**config.mk**
```make
export PLATFORM = sky130hd
export DESIGN_NAME = snapshot_and_rate_pin_control
export DESIGN_NICKNAME = d
export VERILOG_FILES = /design/src/snapshot_pkg.sv /design/src/snapshot_and_rate_pin_control.sv
export VERILOG_INCLUDE_DIRS = /design/src /design/src/src
export SDC_FILE = /design/constraint.sdc
export NUM_CORES = 1
export LEC_CHECK = 0
export BUFFER_PORTS_ARGS = -buffer_cell sky130_fd_sc_hd__buf_2
export CORE_AREA = 2 2 83 85
export CTS_CLUSTER_DIAMETER = 80
export DETAILED_ROUTE_END_ITERATION = 10
export DIE_AREA = 0 0 85 87
export SLEW_MARGIN = 20
export SYNTH_ARGS = -nofsm -noshare
export SYNTH_HDL_FRONTEND = slang
export SYNTH_SLANG_ARGS = --single-unit
```
**constraint.sdc**
```tcl
create_clock -name clk -period 1.6 [get_ports clk]
set_clock_uncertainty 0.1 [all_clocks]
set_input_delay 0.16 -clock clk [delete_from_list [all_inputs] [get_ports clk]]
set_output_delay 0.16 -clock clk [all_outputs]
set_load 0.005 [all_outputs]
```
**src/snapshot_regs.svh**
```systemverilog
`ifndef SNAPSHOT_REGS_SVH
`define SNAPSHOT_REGS_SVH

// Register offsets
`define RANGE_CFG_OFS 8'h1D
`define RATE_PIN_OFS 8'h20

// Send-byte command codes
`define CMD_SNAP_RESET 8'h00
`define CMD_SNAP_GENERAL 8'h1E
`define CMD_SNAP_KEEP 8'h1F

// Reset values
`define RANGE_CFG_RST 16'h0000
`define RATE_EN_RST 4'h0

// Rate-pin register bit positions
`define RP_LEVEL_BIT 7
`define RP_RISE_SEEN_BIT 6
`define RP_FALL_SEEN_BIT 5
`define RP_EN_RST_RISE_BIT 4
`define RP_EN_KEEP_RISE_BIT 3
`define RP_EN_RST_FALL_BIT 2
`define RP_EN_KEEP_FALL_BIT 1

// Host settle time after a snapshot, and its cycle count at 25 MHz
`define CLK_PERIOD_NS 40
`define SNAP_SETTLE_NS 1000000
`define SNAP_SETTLE_CYC ((`SNAP_SETTLE_NS + `CLK_PERIOD_NS - 1) / `CLK_PERIOD_NS)

`endif

```
**src/snapshot_pkg.sv**
```systemverilog
package snapshot_pkg;

	// Range codes for one sense channel
	typedef enum logic [1:0] {
		SENSE_UNI_100 = 2'h0,
		SENSE_BI_100 = 2'h1,
		SENSE_BI_50 = 2'h2,
		SENSE_RSVD = 2'h3
	} sense_range_t;

	// Actions handed to the accumulator datapath
	typedef struct packed {
		logic results_update;
		logic accum_clear;
		logic settings_latch;
	} snap_act_t;

	// Register access request
	typedef struct packed {
		logic wr;
		logic rd;
		logic [7:0] addr;
		logic [15:0] wdata;
	} reg_req_t;

	// Read answer
	typedef struct packed {
		logic valid;
		logic [15:0] data;
	} reg_rsp_t;

endpackage

```
**src/snapshot_and_rate_pin_control.sv**
```systemverilog
// Functional notes
// - Low byte: four 2-bit bus range fields
// - Range register read/write, resets to zero
// - Snapshot commands are data-less send bytes
// - General-call snapshot copies results, clears accumulators
// - Keep snapshot copies results, keeps accumulators
// - Bit 7 shows present rate pin level
// - Bit 6 set on rise, cleared by reset-snapshots
// - Bit 5 set on fall, cleared by reset-snapshots
// - Bits 4..1 enable edge snapshots, never self-clear
// - Edge snapshot updates results; reset variant clears
// - Edge snapshots never activate pending settings
// - Reset variant beats keep variant on one edge
// - Rate register acts at once, no snapshot
// - Bit 0 ignores writes, reads zero
// - Pending range goes active on full snapshot
// - Selected pin high forces 8 SPS rate
`timescale 1ns/100ps
`include "snapshot_regs.svh"
`default_nettype none

module snapshot_and_rate_pin_control
	import snapshot_pkg::*;
(
	input wire logic clk,
	input wire logic reset,
	input wire reg_req_t req,
	input wire logic cmd_valid,
	input wire logic [7:0] cmd_code,
	input wire logic rate_pin,
	input wire logic rate_pin_select,
	output reg_rsp_t rsp_r,
	output snap_act_t act_r,
	output logic [15:0] active_range_r,
	output logic rate_override_r
);

	// Pending range settings, software view
	logic [15:0] range_pending_r;
	// Edge action enables, bits 4..1 of the rate register
	logic [3:0] rate_en_r;
	// Sticky edge flags
	logic rise_seen_flag_r;
	logic fall_seen_flag_r;
	// Synchroniser stages and edge history
	logic pin_meta_r;
	logic pin_sync_r;
	logic pin_prev_r;
	// Edge events, one cycle each
	logic rise_evt;
	logic fall_evt;
	// Decoded command strobes
	logic cmd_reset_snap;
	logic cmd_keep_snap;
	logic cmd_full;
	// Limited edge actions after priority
	logic lim_reset;
	logic lim_keep;
	// Merged action for this cycle
	snap_act_t act_nxt;
	// Read mux result
	logic [15:0] rd_nxt;

	// Two-stage synchroniser; only the second stage feeds logic
	always_ff @(posedge clk) begin
		if (reset) begin
			pin_meta_r <= 1'b0;
			pin_sync_r <= 1'b0;
			pin_prev_r <= 1'b0;
		end else begin
			pin_meta_r <= rate_pin;
			pin_sync_r <= pin_meta_r;
			pin_prev_r <= pin_sync_r;
		end
	end

	// Edge detect on the clean copy, so one transition gives one event
	always_comb begin
		rise_evt = pin_sync_r & ~pin_prev_r;
		fall_evt = ~pin_sync_r & pin_prev_r;
	end

	// Command decode; codes arrive as bare send bytes with no data
	always_comb begin
		cmd_reset_snap = cmd_valid && (cmd_code == `CMD_SNAP_RESET || cmd_code == `CMD_SNAP_GENERAL);
		cmd_keep_snap = cmd_valid && (cmd_code == `CMD_SNAP_KEEP);
		cmd_full = cmd_reset_snap | cmd_keep_snap;
	end

	// Edge actions; reset variant masks keep variant for the same edge
	always_comb begin
		lim_reset = (rise_evt & rate_en_r[3]) | (fall_evt & rate_en_r[1]);
		lim_keep = ((rise_evt & rate_en_r[2] & ~rate_en_r[3])
			| (fall_evt & rate_en_r[0] & ~rate_en_r[1])) & ~lim_reset;
	end

	// Merge command and edge into one snapshot
	always_comb begin
		act_nxt.results_update = cmd_full | lim_reset | lim_keep;
		act_nxt.accum_clear = cmd_reset_snap | lim_reset;
		act_nxt.settings_latch = cmd_full;
	end

	// Snapshot strobes, one cycle wide
	always_ff @(posedge clk) begin
		if (reset) begin
			act_r <= '0;
		end else begin
			act_r <= act_nxt;
		end
	end

	// Pending range register; all sixteen bits writable
	always_ff @(posedge clk) begin
		if (reset) begin
			range_pending_r <= `RANGE_CFG_RST;
		end else if (req.wr && req.addr == `RANGE_CFG_OFS) begin
			range_pending_r <= req.wdata;
		end
	end

	// Active image; only full commands move pending into it
	always_ff @(posedge clk) begin
		if (reset) begin
			active_range_r <= `RANGE_CFG_RST;
		end else if (cmd_full) begin
			active_range_r <= range_pending_r;
		end
	end

	// Edge enables; write acts at once, bit 0 dropped
	always_ff @(posedge clk) begin
		if (reset) begin
			rate_en_r <= `RATE_EN_RST;
		end else if (req.wr && req.addr == `RATE_PIN_OFS) begin
			rate_en_r <= req.wdata[`RP_EN_RST_RISE_BIT:`RP_EN_KEEP_FALL_BIT];
		end
	end

	// Rise flag; a rise in the clearing cycle still sets it
	always_ff @(posedge clk) begin
		if (reset) begin
			rise_seen_flag_r <= 1'b0;
		end else if (rise_evt) begin
			rise_seen_flag_r <= 1'b1;
		end else if (cmd_reset_snap) begin
			rise_seen_flag_r <= 1'b0;
		end
	end

	// Fall flag; keep-snapshots and edge snapshots never clear it
	always_ff @(posedge clk) begin
		if (reset) begin
			fall_seen_flag_r <= 1'b0;
		end else if (fall_evt) begin
			fall_seen_flag_r <= 1'b1;
		end else if (cmd_reset_snap) begin
			fall_seen_flag_r <= 1'b0;
		end
	end

	// Rate override follows the synced level when the pin has that job
	always_ff @(posedge clk) begin
		if (reset) begin
			rate_override_r <= 1'b0;
		end else begin
			rate_override_r <= pin_sync_r & rate_pin_select;
		end
	end

	// Read mux; unmapped addresses read zero
	always_comb begin
		rd_nxt = 16'h0000;
		case (req.addr)
			`RANGE_CFG_OFS: begin
				rd_nxt = range_pending_r;
			end
			`RATE_PIN_OFS: begin
				rd_nxt[`RP_LEVEL_BIT] = pin_sync_r;
				rd_nxt[`RP_RISE_SEEN_BIT] = rise_seen_flag_r;
				rd_nxt[`RP_FALL_SEEN_BIT] = fall_seen_flag_r;
				rd_nxt[`RP_EN_RST_RISE_BIT:`RP_EN_KEEP_FALL_BIT] = rate_en_r;
				rd_nxt[0] = 1'b0;
			end
			default: begin
				rd_nxt = 16'h0000;
			end
		endcase
	end

	// Read answer one cycle after the strobe
	always_ff @(posedge clk) begin
		if (reset) begin
			rsp_r <= '0;
		end else begin
			rsp_r.valid <= req.rd;
			rsp_r.data <= req.rd ? rd_nxt : 16'h0000;
		end
	end
endmodule

`default_nettype wire

```
==> flow_metrics.tcl, run 1 <==
set metrics [dict create \
    drv_slew 0 \
    fp.dieW_um 85 \
    worstHoldPathCells 4 \
    cts_root_buffer "clkbuf_8" \
    grt_max_degree 25 \
    path_class "in2reg" \
    io_pins 76 \
    cellLeakagePower_nw 1.48 \
    ant_nets 0 \
    yosysSeqAreaShare_pct 56.2 \
    yosysTopAreaCell "dfxtp_1" \
    post-place-cells 375 \
    r2r-start "pin_sync_r$_SDFF_PP0_" \
    initial_utilization_pct 33.6 \
    critPathLaunchType "input pin" \
    worst_slack_ns 0.222 \
    period_share_pct 86.1 \
    area_growth_pct 43.9 \
    avgSynthCellArea_um2 9.90 \
    synthTopCellsByArea "dfxtp_1 56%, mux2i_1 9.1%, nor2_1 5.3%" \
    overflow 0 \
    cts_tree "yes" \
    clkTransAtPathRegs_ns 0.07 \
    grt_pass1_vias 1763 \
    antenna_found_initial 0 \
    setup_tns_ns 0 \
    drv_cap 0 \
    cts-buffers-inserted 9 \
    p_per_area_nw_per_um2 1070 \
    setup_viol 0 \
    totalWireLength_mm 5.26 \
    drive_above_1_share_pct 32.3 \
    rsz0062_at_grt "no" \
    core-area_um2 6570 \
    synth_top_area_share_pct 56.2 \
    pre_cts_ws_ns -0.0615 \
    die_h_um 87 \
    drc 0 \
    cts.path.max_buffers 2 \
    reg2reg_setup_slack_ns 0.52 \
    routed-via-count 1929 \
    die-area_um2 7400 \
    crit_fanout 3 \
    wl_per_cell_um 12.8 \
    final_cells 411 \
    fin_area_um2 3180 \
    cts_resized 0 \
    syn_nets 262 \
    grt_pass1_wl_mm 8.43 \
    cts_max_level 3 \
    ys_ff_latch 62 \
    dp_hpwl_mm 3.74 \
    place_area_um2 2730 \
    hold_viol_final 0 \
    worst_pin_slew_ns 0.437 \
    vias_per_cell 4.69 \
    drt_iter0_drc 57 \
    final_nets 365 \
    yosys_warnings 0 \
    diodes 0 \
    hold_class "in2reg" \
    dr.pass1.iters 4 \
    finalWeightedCongestion 0.711 \
    post-route-min-period_ns 1.38 \
    status "complete, no violations" \
    grt_usage_pct 14.7 \
    synth_cell_types 32 \
    cts_num_sinks 62 \
    min_to "rate_en_r[3]$_SDFFE_PP0P_" \
    crit_path_end_kind "flip-flop" \
    worst-r2r-cell-count 3 \
    cp_data_required_time_ns 1.78 \
    max-slew-margin-rel_pct 70.6 \
    clk_latency_ns 0.33 \
    synth_cells 223 \
    fmax_mhz 726 \
    cp.arrival_ns 1.56 \
    port_buffers 75 \
    worstHoldStart "req[16]" \
    core.rowCount 30 \
    reg2reg_to "act_r[2]$_SDFF_PP0_" \
    netlist_area_um2 2210 \
    vdd_drop_max_v 0.000614 \
]
==> registers in the layout, indices dropped and copies added, names as in the netlist <==
signal,flops
rate_override_r,1
active_range_r,16
pin_sync_r,1
pin_prev_r,1
range_pending_r,16
rise_seen_flag_r,1
act_r,3
pin_meta_r,1
fall_seen_flag_r,1
rate_en_r,4
rsp_r,17
==> worst max-delay path, stage by stage <==
cell and delay [ns]:
dlygate4sd3_1 0.53, buf_2 0.14, nor2b_1 0.16, dlygate4sd3_1 0.57
==> routing by layer <==
layer	vias to the layer above	track usage, %	part of all wire [%]
met5	-	0	0
met4	0	3.90	0.89
met3	6	6.16	5.9
met2	51	24.2	49
met1	888	17.7	45
li1	984	-	-
==> metrics by stage <==
step           hold WS [ns]  utilization [%]  power, W
2_1_floorplan         0.182                -   0.00164
3_3_place_gp          0.264             41.6   0.00172
3_5_place_dp          0.265             41.6   0.00172
4_1_cts               0.139             48.4   0.00344
5_1_grt               0.179             48.4   0.00352
6_report              0.163             48.4   0.00339
==> area by class of cell <==
class                      instances  area [µm²]
clock buffer                       9         124
inverter                           1        3.75
clock inverter                     7         121
sequential                        62        1240
multi-input combinational        146         905
fill                             641        3390
tap                               80         100
timing repair buffer             106         683
==> synth_stat cells <==
cell / instances
nand3_2: 1
inv_1: 1
o211ai_1: 1
buf_4: 1
buf_2: 2
nor4_1: 1
nor2_1: 31
or4b_4: 1
clkbuf_2: 1
and2_1: 10
a21oi_1: 20
and4_1: 1
nor4b_2: 1
and3_1: 1
a22oi_1: 8
nor4b_1: 1
dfxtp_1: 62
nand3_1: 16
or4b_1: 1
o21ai_0: 16
nor2b_1: 6
buf_6: 1
and4b_2: 1
nor3b_4: 1
a21o_1: 1
a31oi_1: 1
nand2_1: 2
nor3_1: 1
mux2i_1: 20
and2_0: 1
o21ai_1: 2
clkbuf_1: 9
==> cells by family (layout without fill, tap and decap cells) <==
| group | Yosys count | count (layout) | share of synthesized area [%] |
|---|---|---|---|
| buf+inv | 15 | 123 | 3.23 |
| simple gates | 77 | 77 | 19.2 |
| compound gates | 49 | 49 | 12.3 |
| flops | 62 | 62 | 56.2 |
| mux | 20 | 20 | 9.07 |
==> repair_timing <==
item,4_1_cts,5_1_grt
setup buffers,0,0
endpoints found under the hold margin,22,0
hold buffers,20,0
==> how the worst max path moves through the flow <==
stage                        from                         to  slack [ns]
after floorplan           req[20]  rate_en_r[0]$_SDFFE_PP0P_        0.12
after global placement    req[20]  rate_en_r[3]$_SDFFE_PP0P_       -0.05
after detailed placement  req[20]  rate_en_r[2]$_SDFFE_PP0P_       -0.06
after CTS                   reset       rsp_r[16]$_SDFF_PP0_        0.24
after global routing        reset       rsp_r[13]$_SDFF_PP0_        0.10
final                       reset       rsp_r[16]$_SDFF_PP0_        0.22
==> power breakdown <==
| part | switching (W) | internal, W |
|---|---|---|
| Clock | 0.000624 | 0.00104 |
| Combinational | 0.0000775 | 0.0000939 |
| Sequential | 0.00000331 | 0.00155 |
| Total | 0.000705 | 0.00269 |
==> cells in the final DEF, fill, tap and decap left out, drive strengths merged, types with 2 or more instances in the layout <==
cell,n
dfxtp,62
a21oi,20
nand3,17
bufinv,3
nor4b,2
o21ai,18
nor2b,6
clkinv,3
dlygate4sd3,20
buf,86
mux2i,20
nand2,2
or4b,2
inv,2
and2,11
a22oi,8
nor2,31
clkbuf,9
No activity file was read; power rests on OpenSTA's default activity.
==> inputs of run 2 (changes only) <==
--- a/config.mk
+++ b/config.mk
@@ -11,6 +11,7 @@
 export CTS_CLUSTER_DIAMETER = 80
 export DETAILED_ROUTE_END_ITERATION = 10
 export DIE_AREA = 0 0 85 87
+export PLACE_DENSITY_LB_ADDON = 0.08
 export SLEW_MARGIN = 20
 export SYNTH_ARGS = -nofsm -noshare
 export SYNTH_HDL_FRONTEND = slang
==> flow_metrics.tcl, run 2 (synthesis gave the netlist of run 1 again) <==
set metrics [dict create \
    drv_cap 0 \
    cellLeakagePower_nw 1.44 \
    finalPower_w 0.00284 \
    setup_tns_ns 0 \
    drt_iter0_drc 58 \
    die_h_um 87 \
    place_area_um2 2730 \
    clk_latency_ns 0.33 \
    max-slew-margin-rel_pct 70.5 \
    fillCellCount 658 \
    min_to "rsp_r[16]$_SDFF_PP0_" \
    fin_area_um2 3080 \
    top_regs "rsp_r: 17 flops, active_range_r: 16 flops, range_pending_r: 16 flops" \
    cts_root_buffer "clkbuf_8" \
    final_nets 366 \
    overflow 0 \
    grt_max_degree 42 \
    final_cell_mix "75 x buf_2, 62 x dfxtp_1, 31 x nor2_1" \
    cts_num_sinks 62 \
    crit_fanout 9 \
    grt_pass1_vias 1777 \
    cts-buffers-inserted 9 \
    diodes 0 \
    setup_viol 0 \
    antenna_found_initial 0 \
    status "complete, no violations" \
    drc 0 \
    fp.dieW_um 85 \
    fmax_mhz 716 \
    totalWireLength_mm 5.45 \
    drive_above_1_share_pct 32.0 \
    initial_utilization_pct 33.6 \
    largest_reg_flops 17 \
    hold_class "in2reg" \
    reg2reg_setup_slack_ns 0.51 \
    grt_pass1_wl_mm 8.83 \
    vdd_drop_max_v 0.000512 \
    dp_hpwl_mm 3.76 \
    ant_nets 0 \
    p_per_area_nw_per_um2 920 \
    worst-r2r-cell-count 3 \
    routed-via-count 1914 \
    worstHoldPathCells 2 \
    io_pins 76 \
    r2r-start "pin_sync_r$_SDFF_PP0_" \
    path_class "in2reg" \
    grt_usage_pct 15.5 \
    worstHoldStart "req[24]" \
    seq_area_um2 1240 \
    core.rowCount 30 \
    finalWeightedCongestion 0.734 \
    dr.pass1.iters 4 \
    period_share_pct 87.3 \
    cp_data_required_time_ns 1.78 \
    hold_viol_final 0 \
    multi_input_area_um2 905 \
    core-area_um2 6570 \
    vias_per_cell 4.66 \
    layout_commonest_cell "buf_2" \
    cp.arrival_ns 1.57 \
    wl_per_cell_um 13.2 \
    regMostFlops "rsp_r" \
    crit_path_end_kind "flip-flop" \
    cts_tree "yes" \
    area_growth_pct 39.6 \
    cts_max_level 3 \
    die-area_um2 7400 \
    cts.path.max_buffers 2 \
    post-route-min-period_ns 1.40 \
    port_buffers 75 \
    reg2reg_to "act_r[2]$_SDFF_PP0_" \
    critPathLaunchType "input pin" \
    rsz0062_at_grt "no" \
    worst_pin_slew_ns 0.442 \
    drv_slew 0 \
    clkTransAtPathRegs_ns 0.06 \
]
==> run 2: changes by cell type in the layout (fill, tap and decap cells not counted), moves of 2 or more <==
cell / before / now
bufinv_16: 3 / 0
clkinv_2: 1 / 4
buf_4: 9 / 11
clkinv_4: 2 / 0
==> run 2: area by class of cell <==
cell class | count | share of cell area, %
Multi-Input combinational cell | 146 | 29.3
Timing Repair Buffer | 107 | 22.0
Clock inverter | 5 | 0.893
Clock buffer | 10 | 4.14
Sequential cell | 62 | 40.3
Tap cell | 80 | 3.25
Inverter | 1 | 0.122
==> run 2: how the worst max path moves through the flow <==
stage / from / to / cells past startpoint
after floorplan: req[20] / rate_en_r[0]$_SDFFE_PP0P_ / 4
after global placement: req[20] / rate_en_r[2]$_SDFFE_PP0P_ / 5
after detailed placement: req[20] / rate_en_r[3]$_SDFFE_PP0P_ / 5
after CTS: reset / rsp_r[15]$_SDFF_PP0_ / 5
after global routing: reset / rsp_r[15]$_SDFF_PP0_ / 5
final: reset / rsp_r[15]$_SDFF_PP0_ / 5
==> run 2: layer usage <==
| layer | track usage [%] | share of wire, % |
|---|---|---|
| met1 | 19.2 | 45 |
| met2 | 25.4 | 49 |
| met3 | 6.35 | 5.5 |
| met4 | 3.90 | 1.1 |
| met5 | 0 | 0 |
==> run 2: metrics by stage <==
step	utilization [%]	std cells	hold WS, ns	setup slack [ns]
final	46.9	411	0.0153	0.203
after global routing	46.9	411	0.00411	0.124
after CTS	46.9	411	0.00687	0.198
after detailed placement	41.5	376	0.266	-0.0765
after global placement	41.5	376	0.263	-0.0677
after floorplan	-	223	0.182	0.117
==> run 2: timing repair <==
| item | CTS | global route |
|---|---|---|
| hold buffers | 20 | 0 |
| hold endpoints to repair | 25 | 0 |
| setup endpoints to repair | 0 | 0 |
| buffers inserted | 0 | 0 |
| gates resized for setup | 0 | 0 |
==> run 2: worst max-delay path: stages <==
cell and delay (ns):
dlygate4sd3_1 0.53, buf_2 0.16, nor2b_1 0.16, and3_1 0.38
and2_1 0.18
==> run 2: report_power, final <==
group	total, W	switching (W)	internal, W
clock	0.00111	0.000573	0.000541
sequential	0.00155	0.00000345	0.00155
combinational	0.000169	0.0000777	0.0000916
total	0.00284	0.000654	0.00218
==> inputs of run 3 (changes only) <==
--- a/config.mk
+++ b/config.mk
@@ -7,11 +7,11 @@
 export NUM_CORES = 1
 export LEC_CHECK = 0
 export BUFFER_PORTS_ARGS = -buffer_cell sky130_fd_sc_hd__buf_2
-export CORE_AREA = 2 2 83 85
+export CORE_AREA = 8 8 89 91
 export CTS_CLUSTER_DIAMETER = 80
 export DETAILED_ROUTE_END_ITERATION = 10
-export DIE_AREA = 0 0 85 87
-export PLACE_DENSITY_LB_ADDON = 0.08
+export DIE_AREA = 0 0 97 99
+export PLACE_DENSITY_LB_ADDON = 0.15
 export SLEW_MARGIN = 20
 export SYNTH_ARGS = -nofsm -noshare
 export SYNTH_HDL_FRONTEND = slang
==> flow_metrics.tcl, run 3 (synthesis gave the netlist of run 1 again) <==
set metrics [dict create \
    max-slew-margin-rel_pct 70.9 \
    cellLeakagePower_nw 1.44 \
    critPathLaunchType "input pin" \
    drc 0 \
    cts_root_buffer "clkbuf_8" \
    path_class "in2reg" \
    clkTransAtPathRegs_ns 0.07 \
    crit_path_end_kind "flip-flop" \
    core-area_um2 6570 \
    period_share_pct 85.4 \
    fin_area_um2 3100 \
    routed-via-count 1895 \
    final_cells 409 \
    use_met3_pct 4.13 \
    grt-busiest-layer "met2" \
    die-area_um2 9600 \
    worst_pin_slew_ns 0.433 \
    port_buffers 75 \
    finalPower_w 0.00293 \
    antenna_found_initial 0 \
    vias_per_cell 4.63 \
    final_cell_mix "75 x buf_2, 62 x dfxtp_1, 31 x nor2_1" \
    fp.dieW_um 97 \
    clk_latency_ns 0.33 \
    final_nets 364 \
    cts_tree "yes" \
    cts-buffers-inserted 9 \
    finalWeightedCongestion 0.723 \
    cts_max_level 3 \
    grt_use_met2_pct 21.9 \
    wl_per_cell_um 14.5 \
    fmax_mhz 732 \
    die_h_um 99 \
    grt_use_met1_pct 13.7 \
    post-route-min-period_ns 1.37 \
    place_area_um2 2730 \
    drive_above_1_share_pct 31.9 \
    rsz0062_at_grt "no" \
    whs_ns 0.157 \
    grt_usage_pct 12.7 \
    io_pins 76 \
    drt_iter0_drc 42 \
    vdd_drop_max_v 0.000565 \
    crit_fanout 3 \
    core.rowCount 30 \
    post_cts.repair.setup_buffers 0 \
    cts_num_sinks 62 \
    final_util_pct 47.2 \
    grt_pass1_vias 2018 \
    overflow 0 \
    diodes 0 \
    drv_slew 0 \
    top_regs "rsp_r: 17 flops, active_range_r: 16 flops, range_pending_r: 16 flops" \
    cp.arrival_ns 1.54 \
    hold_viol_final 0 \
    largest_reg_flops 17 \
    totalWireLength_mm 5.92 \
    initial_utilization_pct 33.6 \
    hold_class "in2reg" \
    drv_cap 0 \
    setup_viol 0 \
    status "complete, no violations" \
    area_growth_pct 40.3 \
    reg2reg_setup_slack_ns 0.48 \
    ant_nets 0 \
    cp_data_required_time_ns 1.77 \
    dr.pass1.iters 4 \
    dp_hpwl_mm 4.13 \
    cts.path.max_buffers 2 \
    regMostFlops "rsp_r" \
    p_per_area_nw_per_um2 944 \
    post-place-cells 374 \
    grt_pass1_wl_mm 9.78 \
    layout_commonest_cell "buf_2" \
    grt_max_degree 31 \
]
==> run 3: per-layer routing <==
layer / share of wire, % / vias to the layer above
li1: - / 979
met1: 44 / 864
met2: 49 / 44
met3: 4.9 / 8
met4: 1.4 / 0
met5: 0 / -
==> run 3: worst paths after layout <==
| path | start | endpoint | cells after the start |
|---|---|---|---|
| setup / recovery | reset | rsp_r[16]$_SDFF_PP0_ | 4 |
| hold / removal | req[16] | rate_en_r[2]$_SDFFE_PP0P_ | 4 |
| setup reg to reg | pin_sync_r$_SDFF_PP0_ | act_r[2]$_SDFF_PP0_ | 3 |
| hold reg to reg | pin_meta_r$_SDFF_PP0_ | pin_sync_r$_SDFF_PP0_ | 1 |
==> run 3: layout make-up <==
cell class | instances | area (µm²)
Fill cell | 649 | 3470
Sequential cell | 62 | 1240
Multi-Input combinational cell | 146 | 905
Timing Repair Buffer | 105 | 676
Clock buffer | 11 | 151
Tap cell | 80 | 100
Clock inverter | 4 | 22.5
Inverter | 1 | 3.75
==> run 3: metrics by stage <==
| step | setup TNS (ns) | worst slack [ns] |
|---|---|---|
| after floorplan | 0 | 0.117 |
| after detailed placement | -0.315 | -0.0878 |
| after global routing | 0 | 0.161 |
| after global placement | -0.231 | -0.0593 |
| final | 0 | 0.233 |
| after CTS | 0 | 0.255 |
==> run 3: worst max-delay path: stages <==
cell and delay [ns]:
dlygate4sd3_1 0.53, buf_2 0.13, nor2b_1 0.16, dlygate4sd3_1 0.56
==> run 3: power breakdown <==
group	internal (W)	switching (W)	total [W]
clock network	0.000629	0.000570	0.00120
registers	0.00155	0.00000365	0.00155
logic	0.0000931	0.0000790	0.000172
==> run 3: repair_timing <==
action / in CTS / in global routing
gates resized for setup: 0 / 0
endpoints found under the hold margin: 22 / 0
hold buffers: 20 / 0
